`config.mk`:
```
export PLATFORM = sky130hd
export DESIGN_NAME = drs_status
export DESIGN_NICKNAME = d
export VERILOG_FILES = /design/src/hw/drs_status.v
export VERILOG_INCLUDE_DIRS = /design/src /design/src/hw
export SDC_FILE = /design/constraint.sdc
export NUM_CORES = 1
export LEC_CHECK = 0
export BUFFER_PORTS_ARGS = -buffer_cell sky130_fd_sc_hd__clkbuf_2
export CAP_MARGIN = 20
export CORE_ASPECT_RATIO = 0.5
export CORE_UTILIZATION = 50
export CTS_CLUSTER_DIAMETER = 120
export DETAILED_ROUTE_END_ITERATION = 8
export GPL_TIMING_DRIVEN = 0
export PLACE_DENSITY = 0.77
export REMOVE_ABC_BUFFERS = 1
export SYNTH_ARGS = -nofsm -noshare
export SYNTH_HDL_FRONTEND = slang
export SYNTH_SLANG_ARGS = --single-unit
export TNS_END_PERCENT = 50
```
`constraint.sdc`:
```
create_clock -name mclk -period 1.64 [get_ports mclk]
set_input_delay 0 -clock mclk [delete_from_list [all_inputs] [get_ports mclk]]
set_output_delay 0 -clock mclk [all_outputs]
set_load 0.01 [all_outputs]
```
`src/hw/drs_consts.vh`:
```
// Constants for the disk result status flag block.
`ifndef DRS_CONSTS_VH
`define DRS_CONSTS_VH
// First status byte field positions.
`define DRS_S0_CODE_HI     7
`define DRS_S0_CODE_LO     6
`define DRS_S0_POS_DONE    5
`define DRS_S0_HOME_FAULT  4
`define DRS_S0_NOT_OK      3
`define DRS_S0_HEAD        2
`define DRS_S0_UNIT_HI     1
`define DRS_S0_UNIT_LO     0
// Second status byte field positions.
`define DRS_S1_CYL_OVF     7
`define DRS_S1_UNUSED_HI   6
`define DRS_S1_CRC         5
`define DRS_S1_LATE        4
`define DRS_S1_UNUSED_LO   3
`define DRS_S1_SECT_MISS   2
`define DRS_S1_WR_LOCK     1
`define DRS_S1_ID_SYNC     0
// Completion codes.
`define DRS_CODE_NORMAL    2'h0
`define DRS_CODE_ABORTED   2'h1
`define DRS_CODE_INVALID   2'h2
// Step pulses allowed before a homing fault.
`define DRS_HOME_STEPS     8'hFF
// Reset values.
`define DRS_BYTE_RESET     8'h00
`define DRS_STEP_RESET     8'h00
// Index rises counted for the missing ID mark check.
`define DRS_INDEX_ARM      2'h1
`define DRS_INDEX_LIMIT    2'h2
// Result byte selectors.
`define DRS_SEL_FIRST      1'b0
`define DRS_SEL_SECOND     1'b1
`endif

```
`src/hw/drs_status.v`:
```
// Result status byte generator for a floppy disk formatter/controller.
`timescale 1ns/1ps
`include "drs_consts.vh"

// Behaviour notes for users of this block.
// Status bytes follow the working state through one register stage, so an
// event pulse sampled at one edge shows on the byte ports one edge later.
// Drive pins (track zero, write protect, index) cross into this clock
// domain through two flip-flops and therefore show two edges later still.
// Every error flag is sticky until the next command start; an event that
// lands in the start cycle itself wins, so no report is ever lost.
// The completion code, seek flag and homing fault also return to their
// quiet values at a command start, so each result reflects one command.
// Head side and drive number are only refreshed when an interrupt rises.
// The host handshake is reduced to ready and direction; byte order and the
// length of the result phase are owned by the command sequencer.
// Only the data-sync-lost bit of the third byte is kept here; the rest of
// that byte belongs to another block.

// What this block does
// - Top two bits of first byte give completion: normal, aborted, invalid.
// - Positioning-done flag set when a seek command finishes.
// - Homing fault set if track zero absent after 255 recalibrate steps.
// - Drive-not-ok flag always reads zero; drive presumed ready.
// - Head side captured into first byte when the interrupt is raised.
// - Two-bit drive number captured into first byte at interrupt.
// - Cylinder-overflow flag set on access beyond last sector of cylinder.
// - Two unused bits of second byte always read zero.
// - CRC-fault flag set on ID field or data field CRC mismatch.
// - Service-late flag set when host misses a data transfer deadline.
// - Sector-missing set when read, write deleted, scan or read ID fails.
// - Sector-missing also set when read track misses its starting sector.
// - Write-locked set on write protect during write or format commands.
// - ID-sync-lost set when no ID mark found after two index holes.
// - Missing data mark sets ID-sync-lost and data-sync-lost together.
// - Bytes leave via data register when ready and direction show output.
module drs_status (
  input  wire       mclk,
  input  wire       rst_n,
  input  wire       cmd_start,
  input  wire       cmd_done,
  input  wire       cmd_aborted,
  input  wire       cmd_invalid,
  input  wire       seek_done,
  input  wire       recal_active,
  input  wire       step_pulse,
  input  wire       track_zero,
  input  wire       head_sel,
  input  wire [1:0] unit_sel,
  input  wire       irq_raise,
  input  wire       cyl_overflow_ev,
  input  wire       id_crc_err_ev,
  input  wire       data_crc_err_ev,
  input  wire       late_service_ev,
  input  wire       sector_miss_ev,
  input  wire       read_id_fail_ev,
  input  wire       track_start_miss_ev,
  input  wire       write_cmd_active,
  input  wire       write_protect,
  input  wire       index_pulse,
  input  wire       id_mark_seen,
  input  wire       data_mark_miss_ev,
  input  wire       result_phase,
  input  wire       result_sel,
  input  wire       host_rd,
  output reg  [7:0] result_status_first,
  output reg  [7:0] result_status_second,
  output reg        data_sync_lost_flag,
  output reg  [7:0] data_out,
  output reg        host_xfer_ready,
  output reg        xfer_direction
);

  // Pin-side drive inputs pass two flip-flops before use.
  wire [2:0] pin_raw;
  reg [2:0] pin_meta_reg;
  reg [2:0] pin_sync_reg;
  wire      tz_s;
  wire      wp_s;
  wire      idx_s;
  reg       idx_prev_reg;
  wire      idx_rise;
  genvar    g;

  // Combined event terms that feed the sticky flags.
  wire      crc_event;
  wire      miss_event;
  wire      lock_event;
  wire      id_mark_timeout;

  // Working state.
  reg [1:0] completion_code_reg;
  reg       positioning_done_reg;
  reg       homing_fault_reg;
  reg       head_side_reg;
  reg [1:0] drive_num_reg;
  reg       cyl_ovf_reg;
  reg       crc_fault_reg;
  reg       late_reg;
  reg       sector_missing_reg;
  reg       write_locked_reg;
  reg       id_sync_lost_reg;
  reg       data_sync_reg;
  reg [7:0] step_cnt_reg;
  reg [1:0] index_cnt_reg;
  reg       id_found_reg;
  reg [7:0] first_next;
  reg [7:0] second_next;

  assign pin_raw  = {index_pulse, write_protect, track_zero};
  assign tz_s     = pin_sync_reg[0];
  assign wp_s     = pin_sync_reg[1];
  assign idx_s    = pin_sync_reg[2];
  assign idx_rise = idx_s & ~idx_prev_reg;

  // Event terms; the missing ID mark fires on the second index rise.
  assign crc_event       = id_crc_err_ev | data_crc_err_ev;
  assign miss_event      = sector_miss_ev | read_id_fail_ev
                           | track_start_miss_ev;
  assign lock_event      = write_cmd_active & wp_s;
  assign id_mark_timeout = idx_rise && !id_found_reg && !id_mark_seen
                           && index_cnt_reg == `DRS_INDEX_ARM;

  // Two-stage synchroniser, one lane per drive pin; only stage two is read.
  generate
    for (g = 0; g < 3; g = g + 1) begin : g_pin_sync
      always @(posedge mclk) begin
        if (!rst_n) begin
          pin_meta_reg[g] <= 1'b0;
          pin_sync_reg[g] <= 1'b0;
        end else begin
          pin_meta_reg[g] <= pin_raw[g];
          pin_sync_reg[g] <= pin_meta_reg[g];
        end
      end
    end
  endgenerate

  // Previous index level for edge detection; it resets to the idle low
  // level of the pin so that no false edge follows reset.
  always @(posedge mclk) begin
    if (!rst_n) begin
      idx_prev_reg <= 1'b0;
    end else begin
      idx_prev_reg <= idx_s;
    end
  end

  // Completion code; a code reported in the start cycle overrides the clear.
  always @(posedge mclk) begin
    if (!rst_n) begin
      completion_code_reg <= `DRS_CODE_NORMAL;
    end else if (cmd_invalid) begin
      completion_code_reg <= `DRS_CODE_INVALID;
    end else if (cmd_aborted) begin
      completion_code_reg <= `DRS_CODE_ABORTED;
    end else if (cmd_done || cmd_start) begin
      completion_code_reg <= `DRS_CODE_NORMAL;
    end
  end

  // Seek end flag; a seek finishing in the start cycle keeps the flag.
  always @(posedge mclk) begin
    if (!rst_n) begin
      positioning_done_reg <= 1'b0;
    end else if (seek_done) begin
      positioning_done_reg <= 1'b1;
    end else if (cmd_start) begin
      positioning_done_reg <= 1'b0;
    end
  end

  // Head side and drive number are frozen when the interrupt is raised.
  always @(posedge mclk) begin
    if (!rst_n) begin
      head_side_reg <= 1'b0;
      drive_num_reg <= 2'h0;
    end else if (irq_raise) begin
      head_side_reg <= head_sel;
      drive_num_reg <= unit_sel;
    end
  end

  // Recalibrate step counter; fault once 255 steps pass without track 0.
  // The count saturates at its limit so a long recalibrate cannot wrap and
  // hide the fault; track zero or leaving recalibrate restarts it.
  always @(posedge mclk) begin
    if (!rst_n) begin
      step_cnt_reg     <= `DRS_STEP_RESET;
      homing_fault_reg <= 1'b0;
    end else begin
      if (cmd_start) begin
        step_cnt_reg     <= `DRS_STEP_RESET;
        homing_fault_reg <= 1'b0;
      end
      if (!recal_active || tz_s) begin
        step_cnt_reg <= `DRS_STEP_RESET;
      end else if (step_pulse && step_cnt_reg != `DRS_HOME_STEPS) begin
        step_cnt_reg <= step_cnt_reg + 8'h01;
      end
      if (recal_active && !tz_s && step_cnt_reg == `DRS_HOME_STEPS) begin
        homing_fault_reg <= 1'b1;
      end
    end
  end

  // Index counting for the missing ID address mark check.
  always @(posedge mclk) begin
    if (!rst_n || cmd_start) begin
      index_cnt_reg <= 2'h0;
      id_found_reg  <= 1'b0;
    end else begin
      if (id_mark_seen) begin
        id_found_reg <= 1'b1;
      end
      if (idx_rise && index_cnt_reg != `DRS_INDEX_LIMIT) begin
        index_cnt_reg <= index_cnt_reg + `DRS_INDEX_ARM;
      end
    end
  end

  // End-of-cylinder flag; a set in the start cycle wins over the clear.
  always @(posedge mclk) begin
    if (!rst_n) begin
      cyl_ovf_reg <= 1'b0;
    end else if (cyl_overflow_ev) begin
      cyl_ovf_reg <= 1'b1;
    end else if (cmd_start) begin
      cyl_ovf_reg <= 1'b0;
    end
  end

  // CRC fault flag for either the ID field or the data field.
  always @(posedge mclk) begin
    if (!rst_n) begin
      crc_fault_reg <= 1'b0;
    end else if (crc_event) begin
      crc_fault_reg <= 1'b1;
    end else if (cmd_start) begin
      crc_fault_reg <= 1'b0;
    end
  end

  // Service-late flag for a host that missed a transfer deadline.
  always @(posedge mclk) begin
    if (!rst_n) begin
      late_reg <= 1'b0;
    end else if (late_service_ev) begin
      late_reg <= 1'b1;
    end else if (cmd_start) begin
      late_reg <= 1'b0;
    end
  end

  // Sector-missing flag, shared by all commands that search for a sector.
  always @(posedge mclk) begin
    if (!rst_n) begin
      sector_missing_reg <= 1'b0;
    end else if (miss_event) begin
      sector_missing_reg <= 1'b1;
    end else if (cmd_start) begin
      sector_missing_reg <= 1'b0;
    end
  end

  // Write-locked flag from the synchronised write protect pin.
  always @(posedge mclk) begin
    if (!rst_n) begin
      write_locked_reg <= 1'b0;
    end else if (lock_event) begin
      write_locked_reg <= 1'b1;
    end else if (cmd_start) begin
      write_locked_reg <= 1'b0;
    end
  end

  // ID-sync-lost flag from the index timeout or a missing data mark.
  always @(posedge mclk) begin
    if (!rst_n) begin
      id_sync_lost_reg <= 1'b0;
    end else if (id_mark_timeout || data_mark_miss_ev) begin
      id_sync_lost_reg <= 1'b1;
    end else if (cmd_start) begin
      id_sync_lost_reg <= 1'b0;
    end
  end

  // Data-sync-lost flag of the third byte, set with the one above.
  always @(posedge mclk) begin
    if (!rst_n) begin
      data_sync_reg <= 1'b0;
    end else if (data_mark_miss_ev) begin
      data_sync_reg <= 1'b1;
    end else if (cmd_start) begin
      data_sync_reg <= 1'b0;
    end
  end

  // Assemble both status bytes from the working state.
  // Fixed bits are written as constants so they can never pick up state.
  always @* begin
    first_next = `DRS_BYTE_RESET;
    first_next[`DRS_S0_CODE_HI]    = completion_code_reg[1];
    first_next[`DRS_S0_CODE_LO]    = completion_code_reg[0];
    first_next[`DRS_S0_POS_DONE]   = positioning_done_reg;
    first_next[`DRS_S0_HOME_FAULT] = homing_fault_reg;
    first_next[`DRS_S0_NOT_OK]     = 1'b0;
    first_next[`DRS_S0_HEAD]       = head_side_reg;
    first_next[`DRS_S0_UNIT_HI]    = drive_num_reg[1];
    first_next[`DRS_S0_UNIT_LO]    = drive_num_reg[0];
    second_next = `DRS_BYTE_RESET;
    second_next[`DRS_S1_CYL_OVF]   = cyl_ovf_reg;
    second_next[`DRS_S1_UNUSED_HI] = 1'b0;
    second_next[`DRS_S1_CRC]       = crc_fault_reg;
    second_next[`DRS_S1_LATE]      = late_reg;
    second_next[`DRS_S1_UNUSED_LO] = 1'b0;
    second_next[`DRS_S1_SECT_MISS] = sector_missing_reg;
    second_next[`DRS_S1_WR_LOCK]   = write_locked_reg;
    second_next[`DRS_S1_ID_SYNC]   = id_sync_lost_reg;
  end

  // Registered outputs and the result-phase data register handshake.
  // The data register mirrors the selected byte one edge after the working
  // state, the same latency as the byte ports themselves.
  always @(posedge mclk) begin
    if (!rst_n) begin
      result_status_first  <= `DRS_BYTE_RESET;
      result_status_second <= `DRS_BYTE_RESET;
      data_sync_lost_flag  <= 1'b0;
      data_out             <= `DRS_BYTE_RESET;
      host_xfer_ready      <= 1'b0;
      xfer_direction       <= 1'b0;
    end else begin
      result_status_first  <= first_next;
      result_status_second <= second_next;
      data_sync_lost_flag  <= data_sync_reg;
      xfer_direction       <= result_phase;
      // Ready drops for one cycle after each read so the host re-polls.
      host_xfer_ready      <= result_phase & ~host_rd;
      data_out <= (result_sel == `DRS_SEL_SECOND) ? second_next
                                                  : first_next;
    end
  end

endmodule // drs_status

```
==> metrics.md, run 1 <==
| Metric | Value |
|---|---|
| Status | `finished clean` |
| # Max-Cap Violations | `0` |
| CTS clk-pin slew, worst paths | `90 ps` |
| Avg WL per Cell | `11.79 um` |
| Main synth FF type | `dfxtp_1` |
| DR DRC count | `0` |
| Share of cells above drive strength 1 | `25.78%` |
| PwrDens | `924.7 nW/um2` |
| Leak pwr | `1.148 nW` |
| Root Driver | `clkbuf_8` |
| DR WL met2 | `1868 um` |
| CTS tree | `done` |
| Critical Path RT | `1900 ps` |
| Final worst setup slack | `105.8 ps` |
| Hold Crit Class | `input port to flip-flop` |
| Flops & latches, synth | `55` |
| Area of the mapped netlist | `1978 um2` |
| Core box area | `3603 um2` |
| Final Hold Vio Count | `0` |
| Yosys synthesis warning count | `0` |
| Crit-path cells | `ha_1 -> nand3_4 -> o21ai_4 -> nor3b_4 -> mux2_2` |
| Max-slew violation count | `0` |
| Normalized max-slew margin | `59.38%` |
| Largest net degree at the start of global routing | `45` |
| Final clock skew | `4.887 ps` |
| Hold slack final | `19.25 ps` |
| Avg Cell Area, Syn | `10.87 um2` |
| Worst Path Max Fanout | `6` |
| Post-place setup slack | `95.86 ps` |
| Crit end category | `flip-flop` |
| Asr flop ratio synth | `0%` |
| Max incr delay on CP | `390 ps` |
| Met3 wire length | `138 um` |
| Htree depth | `2` |
| Vias in the first global route | `1358` |
| Most common cell after layout, fill and taps aside | `dfxtp_1` |
| Worst Tran Pin Value | `609.3 ps` |
| Routed vias | `1491` |
| Min cycle time layout | `1534 ps` |
| Max layer used | `met4` |
| Clk_lat worst skew | `310 ps` |
| Die Ht | `46.48 um` |
| Area grow syn2layout | `30.30%` |
| Final worst-path cycle share | `93.55%` |
| Ports | `56` |
| Drt first pass iters | `4` |
| Starting Density | `54.90%` |
| Final GP Congestion | `0.7386` |
| Synth cell types | `44` |
| Crit-path slowest cell | `dfxtp_1` |
| GRT Resource Usage Total | `17.95%` |
| Vias/cell | `4.857` |
| Fin nets | `287` |
| # setup viols final | `0` |
| Met1 wire length | `1534 um` |
| Initial DRC count | `33` |
| Gr ovfl total | `0` |
| Register area share after synthesis | `55.66%` |
| Critical path type | `flip-flop to flip-flop` |
| F_max | `0.6518 GHz` |
| Setup TNS | `0 ps` |
| Die area | `4227 um2` |
| Diodes inserted | `0` |
| Post-Synthesis Cells | `182` |
| CTS sink cnt | `55` |
| RSZ-0062 raised after global routing | `false` |
| First-pass GRT wire length | `5651 um` |
| CP Data Arrival Time | `1790 ps` |
| Peak VDD IR | `0.5198 mV` |
| CTS buffer count | `5` |
| Post-synth EDFFs | `0` |
| Die Wd | `90.95 um` |
| CP startpoint kind | `flip-flop` |
| Drt total wl | `3621 um` |
| DRT antenna net count | `0` |
| Antenna violations before repair | `0` |
| PortBufs | `51` |
| Largest register FFs | `8` |
| Most frequent cells in the layout | `55 x dfxtp_1, 51 x clkbuf_2, 22 x and2_1` |
| Fillers | `277` |
| Cell row count | `15` |
| Clock Path Buffers | `2` |
| Final HPWL DP | `2359 um` |
Yosys cell counts, drive strengths merged, types with 3 or more instances:
cell type / count / area (um2)
nand2: 4 / 15.01
inv: 4 / 15.01
o21ai: 3 / 18.77
a211o: 3 / 27.53
nor3b: 5 / 48.80
buf: 4 / 30.03
xnor2: 3 / 26.28
dfxtp: 55 / 1101
and2: 22 / 137.6
ha: 3 / 37.54
a21oi: 6 / 30.03
nor2: 7 / 26.28
clkbuf: 5 / 18.77
mux2i: 10 / 100.1
nor2b: 19 / 118.9
metal layers:
metal	vias to the layer above	GRT usage [%]
met2	34	35.76
met1	691	18.44
li1	756	-
met4	0	8.889
met3	10	4.950
met5	-	0
final timing paths:
| check | cells past startpoint | from | to | slack (ps) |
|---|---|---|---|---|
| max | 5 | step_cnt_reg[1] | step_cnt_reg[0] | 110 |
| min | 3 | cmd_aborted | completion_code_reg[1] | 20 |
| max reg2reg | 5 | step_cnt_reg[1] | step_cnt_reg[0] | 110 |
| min reg2reg | 1 | pin_meta_reg[2] | idx_s | 440 |
area by class of cell:
class / instances / area (um2) / share of cell area, %
clock buffer: 5 / 68.82 / 2.670
clock inverter: 3 / 23.77 / 0.9223
inverter: 5 / 18.77 / 0.7282
multi-input combinational: 116 / 835.8 / 32.43
sequential: 55 / 1101 / 42.72
tap: 51 / 63.81 / 2.476
timing repair buffer: 72 / 465.4 / 18.06
where the power goes:
group          switching [mW]  total, mW  internal [mW]
Clock                   0.440      0.748          0.309
Sequential             0.0219       1.41           1.39
Combinational           0.103      0.225          0.122
per-stage QoR:
stage	area, um2	total power [mW]	utilization [%]	instances
floorplan	1941	1.530	-	176
global placement	2260	1.617	62.71	278
detailed placement	2260	1.625	62.71	278
CTS	2562	2.413	71.11	307
global route	2577	2.492	71.53	307
finish	2577	2.383	71.53	307
cells by family (layout without fill, tap and decap cells):
family | Yosys count | after routing | synth area share, %
AO/OA/AOI/OAI | 24 | 24 | 8.983
XOR/XNOR | 3 | 3 | 1.329
adder cells (fa/ha/maj) | 3 | 3 | 1.898
buffers and inverters | 14 | 85 | 3.415
flip-flops | 55 | 55 | 55.66
multiplexers | 11 | 11 | 5.630
other | 1 | 4 | 0.1896
AND/OR/NAND/NOR | 71 | 71 | 22.90
what timing repair did:
| item | 4_1_cts | 5_1_grt |
|---|---|---|
| endpoints found under the setup margin | 0 | 4 |
| buffers inserted | 0 | 0 |
| resized for setup | 0 | 2 |
| hold buffers | 21 | 0 |
| endpoints found under the hold margin | 19 | 0 |
worst max-delay path: cells and delay by family (launching register included):
family | cells | cell delay, ps
flip-flops | 1 | 390
adder cells (fa/ha/maj) | 1 | 250
AND/OR/NAND/NOR | 2 | 440
AO/OA/AOI/OAI | 1 | 200
multiplexers | 1 | 200
(Power assumes the default switching activity.)
==> run 2: changes to the inputs <==
Settings changed: CORE_UTILIZATION 50 to 45, PLACE_DENSITY 0.77 to 0.73, TNS_END_PERCENT 50 to unset.
Clock period 1.64 ns to 1.3 ns, I/O delays scaled along.
==> run 2 against run 1 <==
Against the previous run:
- sequential share of layout area down 1.8 points
- routed wire length increased by 12%
- the flow now finishes with violations (setup timing)
- hold slack got worse by 5.4 ps
- global-route usage up 2.1 points
- die area is 11% higher
- power increased by 29%
- critical path depth unchanged
- clock power up 33%
- clock skew is 2.1 ps higher
- utilization fell by 4.5 points
- flip-flop and latch count stayed put
- setup slack lost 160 ps
==> metrics.md, run 2 (synthesized netlist as in run 1, its figures left out) <==
| Metric | Value |
|---|---|
| Status | `complete, but fails checks` |
| Failing checks | `setup timing` |
| R2R Path Start | `step_cnt_reg[1]` |
| Crit end category | `flip-flop` |
| DR DRC count | `0 (unchanged)` |
| Final worst-path cycle share | `104.1% (+11 points)` |
| Leak pwr | `1.207 nW (+5.1%)` |
| Vias in the first global route | `1444 (+6.3%)` |
| Hold Crit Class | `input port to flip-flop` |
| F_max | `0.7386 GHz (+13%)` |
| Die Wd | `95.77 um (+5.3%)` |
| CTS tree | `done` |
| CP Data Arrival Time | `1560 ps (-230 ps)` |
| Normalized max-slew margin | `59.07% (-0.31 points)` |
| Max incr delay on CP | `370 ps (-20 ps)` |
| # Max-Cap Violations | `0 (unchanged)` |
| RSZ-0062 raised after global routing | `true` |
| Design Power | `3.079 mW (+29%)` |
| Core box area | `4064 um2 (+13%)` |
| Fin cells | `320 (+4.2%)` |
| Setup TNS | `-120.3 ps (-120.3 ps)` |
| Final worst setup slack | `-53.89 ps (-159.7 ps)` |
| DP Cell Count | `281 (+1.1%)` |
| Initial DRC count | `32 (-3.0%)` |
| CP startpoint | `step_cnt_reg[1]` |
| Fillers | `316 (+14%)` |
| Share of cells above drive strength 1 | `34.21% (+8.4 points)` |
| Htree depth | `2 (unchanged)` |
| HP Start | `step_pulse` |
| Sw Pwr | `761.5 uW (+35%)` |
| Diodes inserted | `0 (unchanged)` |
| Clk_lat worst skew | `320 ps (about the same)` |
| Register share of total power | `57.8% (-1.4 points)` |
| Final HPWL DP | `2449 um (+3.8%)` |
| Peak VDD IR | `0.4892 mV (-5.9%)` |
| Largest net degree at the start of global routing | `45 (unchanged)` |
| Min cycle time layout | `1354 ps (-180.3 ps)` |
| Die Ht | `48.88 um (+5.2%)` |
| Starting Density | `48.68% (-6.2 points)` |
| # setup viols final | `5 (+5)` |
| Final GP Congestion | `0.7294 (-1.2%)` |
| Die area | `4681 um2 (+11%)` |
| Fin util | `67.03% (-4.5 points)` |
| Switching Fraction | `24.73% (+1.0 points)` |
| Fin nets | `297 (+3.5%)` |
| Critical path type | `flip-flop to flip-flop` |
| CP startpoint kind | `flip-flop` |
| Most common cell after layout, fill and taps aside | `clkbuf_2` |
| Routed vias | `1534 (+2.9%)` |
| PortBufs | `51 (unchanged)` |
| Post-place setup slack | `-260.7 ps (-356.6 ps)` |
| Root Driver | `clkbuf_8` |
| Drt first pass iters | `4 (unchanged)` |
| Crit path buf inv count | `0 (unchanged)` |
| First-pass GRT wire length | `6796 um (+20%)` |
| Crit-path cells | `ha_4 -> nand3_4 -> o21ba_4 -> and3_1 -> a211o_1` |
| Largest register FFs | `8 (unchanged)` |
| Worst Path Max Fanout | `4 (-2)` |
| Ports | `56 (unchanged)` |
| Worst Tran Pin Value | `613.9 ps (+4.585 ps)` |
| Clock Path Buffers | `2 (unchanged)` |
| Cell row count | `16 (+1)` |
| Drt total wl | `4061 um (+12%)` |
| Clock power frac | `32.4% (+1.0 points)` |
| Crit-path slowest cell | `dfxtp_2` |
| Vias/cell | `4.794 (-1.3%)` |
| DRT antenna net count | `0 (unchanged)` |
| Comb pwr share | `9.8% (+0.4 points)` |
| CTS buffer count | `5 (unchanged)` |
| CTS sink cnt | `55 (unchanged)` |
| Most frequent cells in the layout | `51 x clkbuf_2, 46 x dfxtp_1, 22 x and2_1, 22 x dlygate4sd3_1, 19 x nor2b_1` |
| Pint | `2.318 mW (+27%)` |
| R2R setup slack | `-50 ps (-160 ps)` |
| Gr ovfl total | `0 (unchanged)` |
| Reg area | `1115 um2 (+1.2%)` |
| Multi-input gate area | `879.6 um2 (+5.2%)` |
| Avg WL per Cell | `12.69 um (+7.6%)` |
| CTS clk-pin slew, worst paths | `100 ps (about the same)` |
| Max-slew violation count | `0 (unchanged)` |
| Final Hold Vio Count | `0 (unchanged)` |
| Delay-heaviest family, CP | `compound AO/OA/AOI/OAI gates` |
| PwrDens | `1131 nW/um2 (+22%)` |
| Antenna violations before repair | `0 (unchanged)` |
| Final clock skew | `7.005 ps (+2.118 ps)` |
| Critical Path RT | `1510 ps (-390 ps)` |
| Area grow syn2layout | `37.70%` |
| GRT Resource Usage Total | `20.01% (+2.1 points)` |
-- run 2: layout make-up --
cell class,count,share of cell area [%]
clock buffer,5,2.526
clock inverter,3,1.011
inverter,5,0.8268
multi-input combinational,116,32.29
sequential,55,40.93
tap,54,2.480
timing repair buffer,82,19.94
-- run 2: layer usage --
metal	part of all wire (%)	vias up	routed length [um]	track usage (%)
li1	-	774	-	-
met5	0	-	0	0
met2	51	44	2087	35.24
met1	42	711	1700	22.22
met4	1.6	0	63	7.463
met3	5.1	5	209	7.009
-- run 2: path summary, 6_finish.rpt --
path / end / depth (start not counted)
setup / recovery: step_cnt_reg[7] / 5
setup reg to reg: step_cnt_reg[7] / 5
hold / removal: step_cnt_reg[4] / 3
hold reg to reg: idx_s / 1
-- run 2: worst min-delay path, delay by kind of cell --
kind	cells	cell delay [ps]
and+or+nand+nor	1	70
buffers and inverters	1	150
AOI/OAI and AO/OA	1	70
-- run 2: through the flow --
stage	hold slack (ps)	area, um2
2_1_floorplan	71.61	1941
3_3_place_gp	158.7	2263
3_5_place_dp	158.3	2263
4_1_cts	2.623	2689
5_1_grt	16.18	2724
6_report	13.84	2724
-- run 2: power groups by stage --
stage	clock, mW	combinational (mW)	sequential [mW]
final	0.997	0.303	1.78
after global routing	1.12	0.338	1.79
after CTS	1.02	0.295	1.78
after detailed placement	0	0.231	1.82
after global placement	0	0.225	1.82
after floorplan	0	0.102	1.83
-- run 2: what timing repair did --
item,in CTS,in global routing
cloned,0,0
resized for setup,17,6
endpoints found under the hold margin,19,0
pin swaps,6,6
endpoints found under the setup margin,9,11
hold buffers,23,0
setup buffers,6,3
==> run 3: changes to the inputs <==
Settings changed: BUFFER_PORTS_ARGS -buffer_cell sky130_fd_sc_hd__clkbuf_2 to unset, CORE_UTILIZATION 45 to 55, DONT_BUFFER_PORTS set to 1.
==> run 3 against run 2 <==
Against the previous run:
- the flow still finishes with violations (setup timing)
- global-route usage is 5.1 points higher
- routed wire length is 14% higher
- via count shrank 1.1%
- clock skew is 3.4 ps higher
- power shrank 1.9%
- final area down 0.51%
- setup slack worse by 5.5 ps
- count of clock-buffer cells in the layout rose by 1
- critical path depth is the same
- largest power group unchanged
- highest routed layer unchanged
==> metrics.md, run 3 (synthesized netlist as in run 1, its figures left out) <==
| Metric | Value |
|---|---|
| Status | `complete, but fails checks` |
| Failing checks | `setup timing` |
| Critical path type | `flip-flop to flip-flop` |
| Largest net degree at the start of global routing | `37 (-18%)` |
| # setup viols final | `5 (unchanged)` |
| F_max | `0.7356 GHz (-0.41%)` |
| PwrDens | `1115 nW/um2 (-1.4%)` |
| Hold Crit Class | `input port to flip-flop` |
| Gr ovfl total | `0 (unchanged)` |
| Hold slack final | `23.86 ps (+10.02 ps)` |
| Diodes inserted | `0 (unchanged)` |
| Final HPWL DP | `2234 um (-8.8%)` |
| Clk_lat worst skew | `310 ps (about the same)` |
| Final GP Congestion | `0.7684 (+5.3%)` |
| CTS buffer count | `5 (unchanged)` |
| Initial DRC count | `56 (+75%)` |
| Fin util | `84.54% (+18 points)` |
| Htree depth | `2 (unchanged)` |
| Clock Path Buffers | `2 (unchanged)` |
| Die Wd | `86.82 um (-9.3%)` |
| PortBufs | `0 (-100%)` |
| CP startpoint kind | `flip-flop` |
| Min cycle time layout | `1359 ps (+5.536 ps)` |
| Leak pwr | `1.150 nW (-4.7%)` |
| Avg WL per Cell | `16.06 um (+27%)` |
| Drt total wl | `4626 um (+14%)` |
| Vias/cell | `5.267 (+9.9%)` |
| Most common cell after layout, fill and taps aside | `dlygate4sd3_1` |
| Vias in the first global route | `1501 (+3.9%)` |
| RSZ-0062 raised after global routing | `true` |
| CTS tree | `done` |
| Fillers | `179 (-43%)` |
| GRT Resource Usage Total | `25.06% (+5.1 points)` |
| Die Ht | `44.41 um (-9.2%)` |
| DRT antenna net count | `0 (unchanged)` |
| Worst Path Max Fanout | `3 (-1)` |
| Share of cells above drive strength 1 | `13.33% (-21 points)` |
| Final worst-path cycle share | `104.6% (+0.43 points)` |
| Area grow syn2layout | `37.00%` |
| Final Hold Vio Count | `0 (unchanged)` |
| Root Driver | `clkbuf_8` |
| Crit end category | `flip-flop` |
| Fin nets | `271 (-8.8%)` |
| DR DRC count | `0 (unchanged)` |
| Routed vias | `1517 (-1.1%)` |
| Peak VDD IR | `0.7870 mV (+61%)` |
| Final worst setup slack | `-59.43 ps (-5.536 ps)` |
| Largest register FFs | `8 (unchanged)` |
| Most frequent cells in the layout | `51 x dlygate4sd3_1, 47 x dfxtp_1, 22 x and2_1` |
| Ports | `56 (unchanged)` |
| # Max-Cap Violations | `0 (unchanged)` |
| Final clock skew | `10.41 ps (+3.400 ps)` |
| Max-slew violation count | `0 (unchanged)` |
| Critical Path RT | `1500 ps (about the same)` |
| Die area | `3855 um2 (-18%)` |
| Starting Density | `61.71% (+13 points)` |
| CTS sink cnt | `55 (unchanged)` |
| CTS clk-pin slew, worst paths | `90 ps (about the same)` |
| CP Data Arrival Time | `1560 ps (about the same)` |
| First-pass GRT wire length | `7031 um (+3.5%)` |
| Core box area | `3206 um2 (-21%)` |
| Cell row count | `14 (-2)` |
| Antenna violations before repair | `0 (unchanged)` |
| Setup TNS | `-196.7 ps (-76.42 ps)` |
| Drt first pass iters | `4 (unchanged)` |
[run 3: area by class of cell]
class	count	area, um2	share of cell area, %
clock inverters	2	16.27	0.6002
inverters	5	18.77	0.6925
multi-input cells	116	880.8	32.50
flip-flops and latches	55	1114	41.09
well taps	48	60.06	2.216
repair buffers	56	548.0	20.22
clock buffers	6	72.57	2.678
[run 3: power breakdown]
group | total, mW | internal, mW | switching [mW]
registers | 1.80 | 1.75 | 0.0518
logic | 0.258 | 0.164 | 0.0938
clock network | 0.961 | 0.388 | 0.572
[run 3: worst max-delay path, stage by stage, from the launching register on]
cell     delay, ps
dfxtp_4        370
buf_4          120
and4_1         230
nand4_1        110
and3_1         210
a211o_1        220
[run 3: final timing paths]
| check | from | to | slack, ps | cells past startpoint |
|---|---|---|---|---|
| worst max-delay path | step_cnt_reg[0] | step_cnt_reg[7] | -60 | 5 |
| worst min-delay path | step_pulse | step_cnt_reg[1] | 20 | 4 |
| worst max register to register | step_cnt_reg[0] | step_cnt_reg[7] | -60 | 5 |
| worst min register to register | homing_fault_reg | homing_fault_reg | 480 | 2 |
[run 3: repair_timing]
item	CTS	global route
pin swaps	6	3
setup endpoints to repair	9	9
cloned	0	0
resized for setup	16	5
hold buffers	51	0
buffers inserted	5	0
endpoints found under the hold margin	51	0
[run 3: stage by stage]
stage | setup WS [ps] | instances | power, mW | cell area [um2]
floorplan | -76.57 | 176 | 1.930 | 1941
global placement | -230.2 | 224 | 1.948 | 2001
detailed placement | -279.7 | 224 | 1.957 | 2001
CTS | -36.44 | 288 | 3.005 | 2691
global route | -117.0 | 288 | 3.124 | 2710
finish | -59.43 | 288 | 3.022 | 2710
[run 3: layer usage]
metal	vias to the layer above	GRT usage (%)	routed length [um]
met3	4	8.209	269
met1	747	27.17	1927
met2	40	47.72	2409
met5	-	0	0
li1	726	-	-
met4	0	7.667	21
